`config.mk`:
```
export PLATFORM = sky130hd
export DESIGN_NAME = rf_family_format_id_cmds
export DESIGN_NICKNAME = d
export VERILOG_FILES = /design/src/rf_id_pkg.sv /design/src/rf_id_nvm.sv /design/src/rf_family_format_id_cmds.sv
export VERILOG_INCLUDE_DIRS = /design/src /design/src/src
export SDC_FILE = /design/constraint.sdc
export NUM_CORES = 1
export LEC_CHECK = 0
export BUFFER_PORTS_ARGS = -buffer_cell sky130_fd_sc_hd__buf_2
export CAP_MARGIN = 20
export CORE_MARGIN = 3
export CORE_UTILIZATION = 61
export CTS_BUF_LIST = sky130_fd_sc_hd__clkbuf_4
export DETAILED_ROUTE_END_ITERATION = 6
export GPL_TIMING_DRIVEN = 0
export PLACE_DENSITY = 0.88
export SLEW_MARGIN = 25
export SYNTH_ARGS = -nofsm -noshare
export SYNTH_HDL_FRONTEND = slang
export SYNTH_SLANG_ARGS = --single-unit
```
`constraint.sdc`:
```
create_clock -name clk_sys -period 11.6 [get_ports clk_sys]
set_clock_uncertainty 0.15 [all_clocks]
set_input_delay 1.16 -clock clk_sys [delete_from_list [all_inputs] [get_ports clk_sys]]
set_output_delay 1.16 -clock clk_sys [all_outputs]
set_load 0.01 [all_outputs]
```
`src/rf_id_defines.svh`:
```
// constants for the contactless family/format identifier command block
// assumes a 20 MHz system clock derived from the rf field
`ifndef RF_ID_DEFINES_SVH
`define RF_ID_DEFINES_SVH

// command codes
`define CMD_RESET_READY   8'h26
`define CMD_WRITE_FAMILY  8'h27
`define CMD_LOCK_FAMILY   8'h28
`define CMD_WRITE_FORMAT  8'h29
`define CMD_LOCK_FORMAT   8'h2a

// error codes
`define ERR_OPTION        8'h03
`define ERR_RELOCK        8'h11
`define ERR_LOCKED        8'h12
`define ERR_PROGRAM       8'h13
`define ERR_LOCK_FAIL     8'h14

// flag bit positions
`define REQ_FLAG_ADDRESS  5
`define REQ_FLAG_OPTION   6
`define RESP_FLAG_ERROR   0

// register offsets and fields
`define REG_CTRL          4'h0
`define REG_STATUS        4'h4
`define REG_UID_LO        4'h8
`define REG_UID_HI        4'hc
`define CTRL_WIP_MODE     0

// reset values
`define FAMILY_ID_RST     8'h00
`define FORMAT_ID_RST     8'h00
`define UID_RST           64'h0123_4567_89ab_cdef

// timing
`define CLK_PERIOD_NS     50
`define NOMINAL_RESPONSE_DELAY_NS          321000
`define PGM_PERIOD_NS     302000
`define PGM_PERIODS       18
`define PGM_TIME_NS       (`NOMINAL_RESPONSE_DELAY_NS + `PGM_PERIODS * `PGM_PERIOD_NS)
`define PGM_CYCLES \
    ((`PGM_TIME_NS + `CLK_PERIOD_NS - 1) / `CLK_PERIOD_NS)
`define T1_CYCLES \
    ((`NOMINAL_RESPONSE_DELAY_NS + `CLK_PERIOD_NS - 1) / `CLK_PERIOD_NS)

`endif

```
`src/rf_id_pkg.sv`:
```
// types shared by the identifier command block and its store
// assumes the defines header is compiled alongside
package rf_id_pkg;

    // command sequencer states
    typedef enum logic [2:0]
    {
        ST_IDLE,
        ST_RX,
        ST_DELAY,
        ST_PROG,
        ST_POLL,
        ST_RESP
    } cmd_state_e;

    // nonvolatile operations
    typedef enum logic [1:0]
    {
        OP_WR_FAMILY,
        OP_LOCK_FAMILY,
        OP_WR_FORMAT,
        OP_LOCK_FORMAT
    } nvm_op_e;

endpackage : rf_id_pkg

```
`src/rf_id_nvm.sv`:
```
// nonvolatile identifier store with its timed programming cycle
// assumes start is a one-cycle pulse only while busy is low
`include "rf_id_defines.svh"
`timescale 1ns/1ps
`default_nettype none

module rf_id_nvm
    import rf_id_pkg::*;
#(
    parameter int unsigned PGM_CYCLES = `PGM_CYCLES
)
(
    input  wire logic       clk_sys,
    input  wire logic       rst,
    input  wire logic       start,
    input  wire nvm_op_e    op,
    input  wire logic [7:0] wdata,
    input  wire logic       fault,
    output logic            busy,
    output logic            done,
    output logic            ok,
    output logic [7:0]      family_id,
    output logic [7:0]      format_id,
    output logic            family_lock,
    output logic            format_lock
);

    logic [19:0] cnt_ff;
    nvm_op_e     op_ff;
    logic [7:0]  data_ff;

    // program timer and latched operation
    always_ff @(posedge clk_sys or posedge rst)
    begin
        if (rst)
        begin
            busy    <= 1'b0;
            done    <= 1'b0;
            cnt_ff  <= 20'h0;
            op_ff   <= OP_WR_FAMILY;
            data_ff <= 8'h00;
        end
        else
        begin
            done <= 1'b0;
            if (start && !busy)
            begin
                busy    <= 1'b1;
                cnt_ff  <= 20'(PGM_CYCLES - 1);
                op_ff   <= op;
                data_ff <= wdata;
            end
            else if (busy)
            begin
                if (cnt_ff == 20'h0)
                begin
                    busy <= 1'b0;
                    done <= 1'b1;
                end
                else
                begin
                    cnt_ff <= cnt_ff - 20'h1;
                end
            end
        end
    end

    // cell contents commit at the end of the cycle unless it faults
    always_ff @(posedge clk_sys or posedge rst)
    begin
        if (rst)
        begin
            ok          <= 1'b0;
            family_id   <= `FAMILY_ID_RST;
            format_id   <= `FORMAT_ID_RST;
            family_lock <= 1'b0;
            format_lock <= 1'b0;
        end
        else if (busy && cnt_ff == 20'h0)
        begin
            ok <= !fault;
            if (!fault)
            begin
                case (op_ff)
                    OP_WR_FAMILY:   family_id   <= data_ff;
                    OP_LOCK_FAMILY: family_lock <= 1'b1;
                    OP_WR_FORMAT:   format_id   <= data_ff;
                    OP_LOCK_FORMAT: format_lock <= 1'b1;
                    default:        ok          <= 1'b0;
                endcase
            end
        end
    end

endmodule : rf_id_nvm
`default_nettype wire

```
`src/rf_family_format_id_cmds.sv`:
```
// reset to ready tail and family/format identifier write and lock
// assumes a framing layer that delivers decoded, crc-checked requests
// and sends the response frame it is handed, pulsing resp_done at its end
`include "rf_id_defines.svh"
`timescale 1ns/1ps
`default_nettype none

module rf_family_format_id_cmds
    import rf_id_pkg::*;
#(
    parameter int unsigned PGM_CYCLES = `PGM_CYCLES,
    parameter int unsigned T1_CYCLES  = `T1_CYCLES
)
(
    input  wire logic        clk_sys,
    input  wire logic        rst,
    input  wire logic [3:0]  reg_addr,
    input  wire logic [31:0] reg_wdata,
    input  wire logic        reg_wr,
    input  wire logic        reg_rd,
    output logic [31:0]      reg_rdata,
    input  wire logic        req_sof,
    input  wire logic        req_valid,
    input  wire logic        req_bad,
    input  wire logic [7:0]  req_flags,
    input  wire logic [7:0]  req_cmd,
    input  wire logic [63:0] req_uid,
    input  wire logic [7:0]  req_id_value,
    input  wire logic        reader_eof,
    input  wire logic        resp_done,
    input  wire logic        leave_ready,
    input  wire logic        nvm_fault,
    input  wire logic        rf_activity_pin_in,
    output logic             rf_activity_pin_out,
    output logic             rf_activity_pin_oe,
    output logic             resp_valid,
    output logic [7:0]       resp_flags,
    output logic             resp_has_code,
    output logic [7:0]       resp_code,
    output logic             tag_ready
);

    // ******************************************************
    // decode helpers
    // ******************************************************

    // write or lock of either identifier
    function automatic logic is_id_cmd(input logic [7:0] cmd);
        is_id_cmd = (cmd == `CMD_WRITE_FAMILY) ||
                    (cmd == `CMD_LOCK_FAMILY)  ||
                    (cmd == `CMD_WRITE_FORMAT) ||
                    (cmd == `CMD_LOCK_FORMAT);
    endfunction : is_id_cmd

    // commands this block answers
    function automatic logic is_own_cmd(input logic [7:0] cmd);
        is_own_cmd = is_id_cmd(cmd) || (cmd == `CMD_RESET_READY);
    endfunction : is_own_cmd

    // ******************************************************
    // declarations
    // ******************************************************

    cmd_state_e  state_ff;
    cmd_state_e  nxt_state;
    logic        wip_mode_ff;
    logic [63:0] uid_ff;
    logic [16:0] cnt_ff;
    logic        opt_ff;
    logic        err_ff;
    logic [7:0]  code_ff;
    logic        addr_ok;
    logic        pre_err;
    logic [7:0]  pre_code;
    logic        nvm_start;
    nvm_op_e     nvm_op;
    logic        nvm_busy;
    logic        nvm_done;
    logic        nvm_ok;
    logic [7:0]  family_id;
    logic [7:0]  format_id;
    logic        family_lock;
    logic        format_lock;
    logic        take_req;
    logic        lock_op;

    // ******************************************************
    // request decode
    // ******************************************************

    // addressed requests must carry our uid, otherwise stay silent
    assign addr_ok = !req_flags[`REQ_FLAG_ADDRESS] ||
                     (req_uid == uid_ff);
    assign take_req = (state_ff == ST_RX) && req_valid &&
                      is_own_cmd(req_cmd) && addr_ok;

    // operation and lock check before any cycle starts
    always_comb
    begin
        nvm_op   = OP_WR_FAMILY;
        pre_err  = 1'b0;
        pre_code = 8'h00;
        lock_op  = 1'b0;
        case (req_cmd)
            `CMD_RESET_READY:
            begin
                pre_err  = req_flags[`REQ_FLAG_OPTION];
                pre_code = `ERR_OPTION;
            end
            `CMD_WRITE_FAMILY:
            begin
                nvm_op   = OP_WR_FAMILY;
                pre_err  = family_lock;
                pre_code = `ERR_LOCKED;
            end
            `CMD_LOCK_FAMILY:
            begin
                nvm_op   = OP_LOCK_FAMILY;
                lock_op  = 1'b1;
                pre_err  = family_lock;
                pre_code = `ERR_RELOCK;
            end
            `CMD_WRITE_FORMAT:
            begin
                nvm_op   = OP_WR_FORMAT;
                pre_err  = format_lock;
                pre_code = `ERR_LOCKED;
            end
            `CMD_LOCK_FORMAT:
            begin
                nvm_op   = OP_LOCK_FORMAT;
                lock_op  = 1'b1;
                pre_err  = format_lock;
                pre_code = `ERR_RELOCK;
            end
            default:
            begin
                pre_err  = 1'b0;
            end
        endcase
    end

    assign nvm_start = take_req && is_id_cmd(req_cmd) && !pre_err;

    // ******************************************************
    // command sequencer
    // ******************************************************

    // next state of the request/response sequence
    always_comb
    begin
        nxt_state = state_ff;
        case (state_ff)
            ST_IDLE:
            begin
                if (req_sof)
                begin
                    nxt_state = ST_RX;
                end
            end
            ST_RX:
            begin
                if (req_bad)
                begin
                    nxt_state = ST_IDLE;
                end
                else if (req_valid)
                begin
                    if (!take_req)
                    begin
                        nxt_state = ST_IDLE;
                    end
                    else if (nvm_start)
                    begin
                        nxt_state = ST_PROG;
                    end
                    else
                    begin
                        nxt_state = ST_DELAY;
                    end
                end
            end
            ST_DELAY:
            begin
                if (cnt_ff == 17'h0)
                begin
                    nxt_state = ST_RESP;
                end
            end
            ST_PROG:
            begin
                // write time already holds the nominal response delay
                if (nvm_done)
                begin
                    nxt_state = opt_ff ? ST_POLL : ST_RESP;
                end
            end
            ST_POLL:
            begin
                if (reader_eof)
                begin
                    nxt_state = ST_RESP;
                end
            end
            ST_RESP:
            begin
                if (resp_done)
                begin
                    nxt_state = ST_IDLE;
                end
            end
            default:
            begin
                nxt_state = ST_IDLE;
            end
        endcase
    end

    // state register
    always_ff @(posedge clk_sys or posedge rst)
    begin
        if (rst)
        begin
            state_ff <= ST_IDLE;
        end
        else
        begin
            state_ff <= nxt_state;
        end
    end

    // response delay counter
    always_ff @(posedge clk_sys or posedge rst)
    begin
        if (rst)
        begin
            cnt_ff <= 17'h0;
        end
        else if (take_req)
        begin
            cnt_ff <= 17'(T1_CYCLES - 1);
        end
        else if (cnt_ff != 17'h0)
        begin
            cnt_ff <= cnt_ff - 17'h1;
        end
    end

    // outcome of the current request
    always_ff @(posedge clk_sys or posedge rst)
    begin
        if (rst)
        begin
            opt_ff    <= 1'b0;
            err_ff    <= 1'b0;
            code_ff   <= 8'h00;
        end
        else if (take_req)
        begin
            opt_ff    <= req_flags[`REQ_FLAG_OPTION];
            err_ff    <= pre_err;
            code_ff   <= pre_code;
        end
        else if (state_ff == ST_PROG && nvm_done && !nvm_ok)
        begin
            err_ff  <= 1'b1;
            code_ff <= lock_op ? `ERR_LOCK_FAIL : `ERR_PROGRAM;
        end
    end

    // lock_op must follow the latched command during programming
    // so req_cmd is held by the framing layer until the next sof

    // ******************************************************
    // response
    // ******************************************************

    // one-cycle response hand-off with flags and optional code
    always_ff @(posedge clk_sys or posedge rst)
    begin
        if (rst)
        begin
            resp_valid    <= 1'b0;
            resp_flags    <= 8'h00;
            resp_has_code <= 1'b0;
            resp_code     <= 8'h00;
        end
        else
        begin
            resp_valid <= (state_ff != ST_RESP) && (nxt_state == ST_RESP);
            if ((state_ff != ST_RESP) && (nxt_state == ST_RESP))
            begin
                resp_flags <= 8'h00;
                resp_flags[`RESP_FLAG_ERROR] <= err_ff_next();
                resp_has_code <= err_ff_next();
                resp_code <= err_ff_next() ? code_next() : 8'h00;
            end
        end
    end

    // outcome including a fault reported in this very cycle
    function automatic logic err_ff_next();
        err_ff_next = err_ff ||
                      (state_ff == ST_PROG && nvm_done && !nvm_ok);
    endfunction : err_ff_next

    function automatic logic [7:0] code_next();
        if (state_ff == ST_PROG && nvm_done && !nvm_ok)
            code_next = lock_op ? `ERR_LOCK_FAIL : `ERR_PROGRAM;
        else
            code_next = code_ff;
    endfunction : code_next

    // tag state; return to ready wins over a leave in the same cycle
    always_ff @(posedge clk_sys or posedge rst)
    begin
        if (rst)
        begin
            tag_ready <= 1'b1;
        end
        else if (take_req && req_cmd == `CMD_RESET_READY && !pre_err)
        begin
            tag_ready <= 1'b1;
        end
        else if (leave_ready)
        begin
            tag_ready <= 1'b0;
        end
    end

    // ******************************************************
    // activity pin
    // ******************************************************

    // busy mode: low from sof to response end; wip mode: low only
    // while the cell programs and until the response begins
    always_ff @(posedge clk_sys or posedge rst)
    begin
        if (rst)
        begin
            rf_activity_pin_oe  <= 1'b0;
            rf_activity_pin_out <= 1'b0;
        end
        else
        begin
            rf_activity_pin_out <= 1'b0;
            if (wip_mode_ff)
            begin
                rf_activity_pin_oe <= (nxt_state == ST_PROG) ||
                                      (nxt_state == ST_POLL);
            end
            else
            begin
                rf_activity_pin_oe <= (nxt_state != ST_IDLE);
            end
        end
    end

    // ******************************************************
    // nonvolatile store
    // ******************************************************

    rf_id_nvm #(
        .PGM_CYCLES  (PGM_CYCLES)
    ) u_nvm (
        .clk_sys     (clk_sys),
        .rst         (rst),
        .start       (nvm_start),
        .op          (nvm_op),
        .wdata       (req_id_value),
        .fault       (nvm_fault),
        .busy        (nvm_busy),
        .done        (nvm_done),
        .ok          (nvm_ok),
        .family_id   (family_id),
        .format_id   (format_id),
        .family_lock (family_lock),
        .format_lock (format_lock)
    );

    // ******************************************************
    // register port
    // ******************************************************

    // software writes: mode and own uid
    always_ff @(posedge clk_sys or posedge rst)
    begin
        if (rst)
        begin
            wip_mode_ff <= 1'b0;
            uid_ff      <= `UID_RST;
        end
        else if (reg_wr)
        begin
            if (reg_addr == `REG_CTRL)
            begin
                wip_mode_ff <= reg_wdata[`CTRL_WIP_MODE];
            end
            else if (reg_addr == `REG_UID_LO)
            begin
                uid_ff[31:0] <= reg_wdata;
            end
            else if (reg_addr == `REG_UID_HI)
            begin
                uid_ff[63:32] <= reg_wdata;
            end
        end
    end

    // read data the cycle after the strobe, zero otherwise
    always_ff @(posedge clk_sys or posedge rst)
    begin
        if (rst)
        begin
            reg_rdata <= 32'h0;
        end
        else if (!reg_rd)
        begin
            reg_rdata <= 32'h0;
        end
        else if (reg_addr == `REG_CTRL)
        begin
            reg_rdata <= {31'h0, wip_mode_ff};
        end
        else if (reg_addr == `REG_STATUS)
        begin
            reg_rdata <= {11'h0, rf_activity_pin_in, nvm_busy, tag_ready,
                          format_lock, family_lock, format_id, family_id};
        end
        else if (reg_addr == `REG_UID_LO)
        begin
            reg_rdata <= uid_ff[31:0];
        end
        else if (reg_addr == `REG_UID_HI)
        begin
            reg_rdata <= uid_ff[63:32];
        end
        else
        begin
            reg_rdata <= 32'h0;
        end
    end

endmodule : rf_family_format_id_cmds
`default_nettype wire

```
# Word-level counts from Yosys, hierarchy flattened
# Cells that the tools add are included.
[totals]
output_inout_bits = 53
input_bits = 136
regBits = 190
elab_cells = 138
[classes]
addsub = 2
n_reduce_logical = 47
n_mux = 40
n_eq_ne = 22
bitwise = 3
[ops]
columns = ["op", "n"]
rows = [
  ["2-to-1 mux 32 bit", 5],
  ["equality test 64 bit", 1],
  ["2-to-1 mux 20 bit", 3],
  ["equality test 8 x 6 -> 1 bit, second input constant", 5],
  ["2-to-1 mux 17 bit", 2],
  ["2-to-1 mux 3 bit", 8],
  ["2-to-1 mux 8 bit", 3],
  ["zero test 20 bit", 1],
  ["subtractor 20 x 1 -> 20 bit, second input constant", 1],
  ["case mux 3 bit (6 select lines)", 1],
  ["zero test 17 bit", 1],
  ["nonzero test 17 bit", 1],
  ["subtractor 17 x 1 -> 17 bit, second input constant", 1],
  ["case mux 5 bit (3 select lines)", 1],
  ["AND reduction 3 bit", 5],
  ["2-to-1 mux 1 bit", 14],
  ["equality test 3 bit, second input constant", 4],
  ["logical AND 1 bit", 12],
  ["equality test 3 x 2 -> 1 bit, second input constant", 3],
  ["equality test 4 bit, second input constant", 2],
  ["nonzero test 2 bit", 4],
  ["OR reduction 2 bit", 4],
  ["logical OR 1 bit", 7],
  ["case mux 2 bit (3 select lines)", 1],
  ["other kinds (16)", 24],
]

# Longest topological paths before layout
[logic_depth]
word_depth = 17
ltp_mapped = 10
ltp_nobuf = 9

# By module
# Synthesis repeated with hierarchy kept, for this count alone.
[unflattened]
hier_cells = 816
hier_area_um2 = 9126.3
[modules_own_cells]
columns = ["mod", "instances", "area_per_inst_um2", "cells_per_inst", "seq_area_each_um2"]
rows = [
  ["rf_family_format_id_cmds", 1, 6727.7, 600, 3519.6],
  ["rf_id_nvm", 1, 2398.6, 216, 1276.2],
]

# Worst setup path before layout
# No wires, ideal clock.
[synth_timing]
kind = "input -> register"
start = "input port req_cmd[4]"
end = "register resp_code[2]"
path_buffers = 1
setup_time_ns = 0.125
required_ns = 11.325
arrival_time_ns = 3.081
path_stages = 7
slack_ns = 8.244
cell_sequence = "nor4b_1 nand4b_1 or4_1 o21a_2 a211oi_2 buf_6 mux2_4"
[synth_between]
elab_chain_cells = 16
word_cells_on_any_way = 29
cone_classes = "eq/ne (6); mux (10); reduce/logical (13)"
[synth_rtl]
columns = ["element", "line_no", "source"]
rows = [
  ["start, declared", "rf_family_format_id_cmds.sv:26", "input wire logic [7:0] req_cmd,"],
  ["equality test 8 x 6 -> 1 bit", "rf_family_format_id_cmds.sv:104", "case (req_cmd)"],
  ["logical OR 1 bit (3 in series)", "rf_family_format_id_cmds.sv:49", "is_id_cmd = (cmd == `CMD_WRITE_FAMILY) ||"],
  ["logical OR 1 bit", "rf_family_format_id_cmds.sv:57", "is_own_cmd = is_id_cmd(cmd) || (cmd == `CMD_RESET_READY);"],
  ["logical AND 1 bit", "rf_family_format_id_cmds.sv:94", "assign take_req = (state_ff == ST_RX) && req_valid &&"],
  ["logical AND 1 bit", "rf_family_format_id_cmds.sv:95", "is_own_cmd(req_cmd) && addr_ok;"],
  ["logical AND 1 bit (2 in series)", "rf_family_format_id_cmds.sv:143", "assign nvm_start = take_req && is_id_cmd(req_cmd) && !pre_err;"],
  ["2-to-1 mux 1 bit", "rf_family_format_id_cmds.sv:173", "else if (nvm_start)"],
  ["2-to-1 mux 2 bit", "rf_family_format_id_cmds.sv:169", "if (!take_req)"],
  ["2-to-1 mux 3 bit", "rf_family_format_id_cmds.sv:167", "else if (req_valid)"],
  ["2-to-1 mux 3 bit", "rf_family_format_id_cmds.sv:163", "if (req_bad)"],
  ["case mux 3 bit (6 select lines)", "rf_family_format_id_cmds.sv:153", "case (state_ff)"],
  ["equality test 3 bit", "rf_family_format_id_cmds.sv:291", "if ((state_ff != ST_RESP) && (nxt_state == ST_RESP))"],
  ["logical AND 1 bit", "rf_family_format_id_cmds.sv:291", ""],
  ["end signal, assigned", "rf_family_format_id_cmds.sv:296", "resp_code <= err_ff_next() ? code_next() : 8'h00;"],
  ["end, declared", "rf_family_format_id_cmds.sv:39", "output logic [7:0] resp_code,"],
]
# Several ways; a longest one is shown, not always the timed one.
# A chain may end at the register's enable or synchronous reset.

# Worst setup path in the final report
[layout_timing]
start = "input port req_uid[23]"
end = "register u_nvm.data_ff[6]"
[layout_between]
elab_chain_cells = 6
[layout_rtl]
columns = ["element", "line_no", "source"]
rows = [
  ["start, declared", "rf_family_format_id_cmds.sv:27", "input wire logic [63:0] req_uid,"],
  ["equality test 64 bit", "rf_family_format_id_cmds.sv:93", "(req_uid == uid_ff);"],
  ["logical OR 1 bit", "rf_family_format_id_cmds.sv:92", "assign addr_ok = !req_flags[`REQ_FLAG_ADDRESS] ||"],
  ["logical AND 1 bit", "rf_family_format_id_cmds.sv:95", ""],
  ["logical AND 1 bit (2 in series)", "rf_family_format_id_cmds.sv:143", ""],
  ["logical AND 1 bit", "rf_id_nvm.sv:46", "if (start && !busy)"],
  ["end signal, assigned", "rf_id_nvm.sv:51", "data_ff <= wdata;"],
  ["end, declared", "rf_id_nvm.sv:30", "logic [7:0] data_ff;"],
]
# Every way passes these cells.

==> summary.md <==
| Metric | Value |
|---|---|
| Outcome | completed |
| Root Driver | clkbuf_4 |
| GRT Util Overall | 0.278 |
| CP Data Required Time | roughly 12,000 ps |
| XOR/XNOR share of the synthesized area | 0.0892 |
| Critical Path Source | req_uid[23] |
| Internal Power | ~0.00094 W |
| First-pass GRT wire length | around 35,000 um |
| Layout Cells excl Fill | roughly 1,100 |
| Leakage power | around 4.6 nW |
| Post-route DRC | 0 |
| Die W | 126 um |
| Synth area leader | dfrtp_1 |
| Final Max Slew Viols | 0 |
| Crit path time final | roughly 3600 ps |
| Port Buf Inserts | 174 |
| Synthesized area | about 0.009 sq mm |
| Antenna violations before repair | 6 |
| Dpl cells | around 1,100 |
| HPWL after DPL | ~17,000 um |
| Register area | ~0.0048 sq mm |
| Hold_sp | resp_code[6] |
| Multi-input logic area | between 0.003 and 0.004 sq mm |
| Share of layout cells above drive strength 1 | 0.391 |
| Net Sw Frac | 0.296 |
| Most used cell along the critical path | nand4_1 |
| Critical path buffers and inverters | 2 |
| CP Capture Type | flop |
| Sequential Power Share | 0.594 |
| Worst Setup EP | u_nvm.data_ff[6] |
| Largest net degree at the start of global routing | about 110 |
| Commonest register cell after synthesis | dfrtp_1 |
| Cell family with most CP delay | simple AND/OR/NAND/NOR gates |
| Die Area | 0.0160 sq mm |
| CP max stage cell | a211oi_2 |
| Max stage delay on crit path | 450 ps |
| Top cells by area, synth | dfrtp_1 44%, mux2_2 12%, dfstp_2 9.8% |
| Via/cell ratio | about 6 |
| Final setup viols | 0 |
| RSZ-0062 raised after global routing | no |
| Clock Path Buffers | 2 |
| CTS tree | done |
| Iter 0 DRT Violations | 523 |
| # fillers | 966 |
| Hold Buf Count CTS | 0 |
| Sequential share of the synthesized area | 0.543 |
| Maximum vdd ir drop | roughly 0.07 mV |
| Compound-Gate Fraction of Synth Area | 0.0694 |
| DRT antenna net count | 0 |
| Fmax | between 200 and 300 MHz |
| Clock Sinks | 190 |
| Top-area cell type share of the netlist area | 0.444 |
| Final net count | 1,076 |
| Combinational Power Share | 0.151 |
| FF+latch count, synth | 190 |
| Routed Wire Length | between 20,000 and 25,000 um |
| Pwr per Cell Area | roughly 130 mW/mm^2 |
| Post-CTS Setup Inserts | 0 |
| Yosys warns | 0 |
| Post-synth EDFFs | 0 |
| Total Neg Setup Slack | 0 ps |
| Post-synth ARST share | 1.00 |
| # rows | 43 |
| Worst-path fanout max | 10 |
| Simple-Gate Fraction of Synth Area | 0.134 |
| Tcrit/Tclk final | 0.309 |
| Clock group share of total power | 0.254 |
| Setup CP Type | input port to flop |
| Max cap viols | 0 |
| Mapped Cells | between 700 and 800 |
| Synth cell types | a little over 70 |
| Stages on the worst setup path | 10 |
| Worst Tran Pin Value | between 1000 and 1500 ps |
| Via count | between 6,000 and 7,000 |
| Reg2Reg Depth | 9 |
| Post-synthesis mux area share | 0.132 |
| Starting Density | 0.630 |
| Overflow after GRT | 0 |
| Critical path arrival | roughly 3900 ps |
| Adder-Cell Fraction of Synth Area | 0.00283 |
| NetSw | 0.000397 W |
| CTS buffer count | 17 |
| I/O pins | about 190 |
| CTS clk-pin slew, worst paths | approximately 150 ps |
| Die Span Y | around 130 um |
| Final Hold Fails | 0 |
| Startpoint Class | input port |
| Worst r2r dst | u_nvm.data_ff[6] |
| Post_cts resized | 0 |
| Vias in the first global route | between 6,000 and 7,000 |
| Main combinational cell family by area after synthesis | simple AND/OR/NAND/NOR gates |
| TritonRoute pass-1 iters | 7 |
| Syn avg cell area | between 10 and 15 sq um |
| Rel. slew slack | 0.305 |
| GPL Wtd Cong | roughly 0.86 |
| Worst skew pair latency | between 500 and 600 ps |
| CP cell instances | buf_2 -> xnor2_1 -> nand4_1 -> nor4_1 -> nand4_1 -> a211oi_2 -> nand2b_1 -> nor3_2 -> buf_4 -> mux2_2 |
| Core Region | between 0.01 and 0.015 sq mm |
| Reg2reg start | uid_ff[23] |
| DR WL/cell | ~19 um |
| H-tree levels | 4 |
| R2R Setup Slk | just over 8000 ps |
| Area grow syn2layout | 16.3% |
| Tightest Hold Check Type | flop to flop |
cells by family (layout without fill, tap and decap cells):
kind of cell / count (synthesis) / count (layout)
AO/OA/AOI/OAI: 80 / 80
XOR/XNOR: 90 / 90
adder cells (fa/ha/maj): 2 / 2
buffers and inverters: 55 / 262
flip-flops: 190 / 190
multiplexers: 104 / 104
other: 1 / 14
AND/OR/NAND/NOR: 215 / 215
state kept, by name (all words and copies together), names as in the netlist:
name and cells:
state_ff 3, u_nvm.op_ff 2, reg_rdata 32, u_nvm.cnt_ff 20
u_nvm.family_id 8, code_ff 8, wip_mode_ff 1, tag_ready 1
cnt_ff 17, u_nvm.format_lock 1, u_nvm.done 1, u_nvm.busy 1
u_nvm.ok 1, uid_ff 64, resp_code 8, u_nvm.family_lock 1
u_nvm.format_id 8, rf_activity_pin_oe 1, u_nvm.data_ff 8, opt_ff 1
err_ff 1, resp_flags 1, resp_valid 1
area by class of cell:
cell class / count / area share
clock buffers: 18 / 0.0131
repair buffers: 175 / 0.0874
well taps: 180 / 0.0219
inverters: 19 / 0.00767
clock inverters: 14 / 0.0125
plain buffers: 36 / 0.0186
flip-flops and latches: 190 / 0.466
diodes: 6 / 0.00146
multi-input cells: 499 / 0.371
worst min path at each step:
stage | endpoint | cells after the start | slack, ps
3_5_place_dp | opt_ff | 2 | 340
2_1_floorplan | rf_activity_pin_oe | 1 | 280
5_1_grt | opt_ff | 2 | 410
6_report | resp_code[6] | 2 | 380
4_1_cts | opt_ff | 2 | 370
3_3_place_gp | opt_ff | 2 | 310
Yosys cell counts (all sizes together) (9+ instances only):
cell type,number
a222oi,20
nor4,12
xnor2,83
a22oi,13
o21ai,14
dfrtp,157
nor2,73
inv,19
mux2i,10
nor3,14
dfstp,33
a21oi,11
nand2b,11
nand4,20
mux2,94
buf,21
nor2b,9
nand2,32
clkbuf,15
through the flow:
step	setup slack (ps)	util	hold WS [ps]	power (W)	instance area (sq um)
6_report	8020	0.732	378	0.00134	10300
5_1_grt	7870	0.732	405	0.00139	10300
4_1_cts	8090	0.731	373	0.00134	10300
3_5_place_dp	7450	0.712	340	0.00101	10000
3_3_place_gp	3260	0.709	309	0.000992	9960
2_1_floorplan	5170	-	284	0.000920	8870
worst reg2reg max path: stages (launching register included):
cell and delay [ps]:
dfstp_2 580, xnor2_1 210, nand4_1 220, nor4_1 360
nand4_1 240, a211oi_2 450, nand2b_1 210, nor3_2 240
buf_4 260, mux2_2 360
power by group through the flow:
stage               logic (W)  registers [W]  clock network [W]
global route         0.000220       0.000802           0.000370
global placement     0.000192       0.000800                  0
detailed placement   0.000200       0.000806                  0
floorplan            0.000131       0.000789                  0
finish               0.000203       0.000796           0.000341
CTS                  0.000201       0.000793           0.000345
routing by layer:
| metal | global-route usage | vias to the layer above | part of all wire |
|---|---|---|---|
| li1 | - | 3012 | - |
| met1 | 0.376 | 3310 | 0.40 |
| met2 | 0.441 | 334 | 0.48 |
| met3 | 0.0640 | 62 | 0.086 |
| met4 | 0.111 | 0 | 0.035 |
| met5 | 0 | - | 0 |
cell usage in the layout, fill, tap and decap left out, types with 7 or more instances in the layout:
cell / count
buf_2: 177
dfstp_2: 33
mux2i_1: 10
clkbuf_4: 18
nor3_1: 12
o21ai_0: 12
xnor2_1: 83
a222oi_1: 20
clkbuf_1: 15
xor2_1: 7
nor2_1: 71
nand2_1: 32
nand2b_1: 11
a21oi_1: 11
nor2b_1: 9
or3_1: 7
nand4_1: 19
a22oi_1: 13
mux2_2: 92
nor4_1: 10
dfrtp_1: 157
inv_1: 18
buf_4: 10
conb_1: 8
Power figures use the tool's default switching activity.
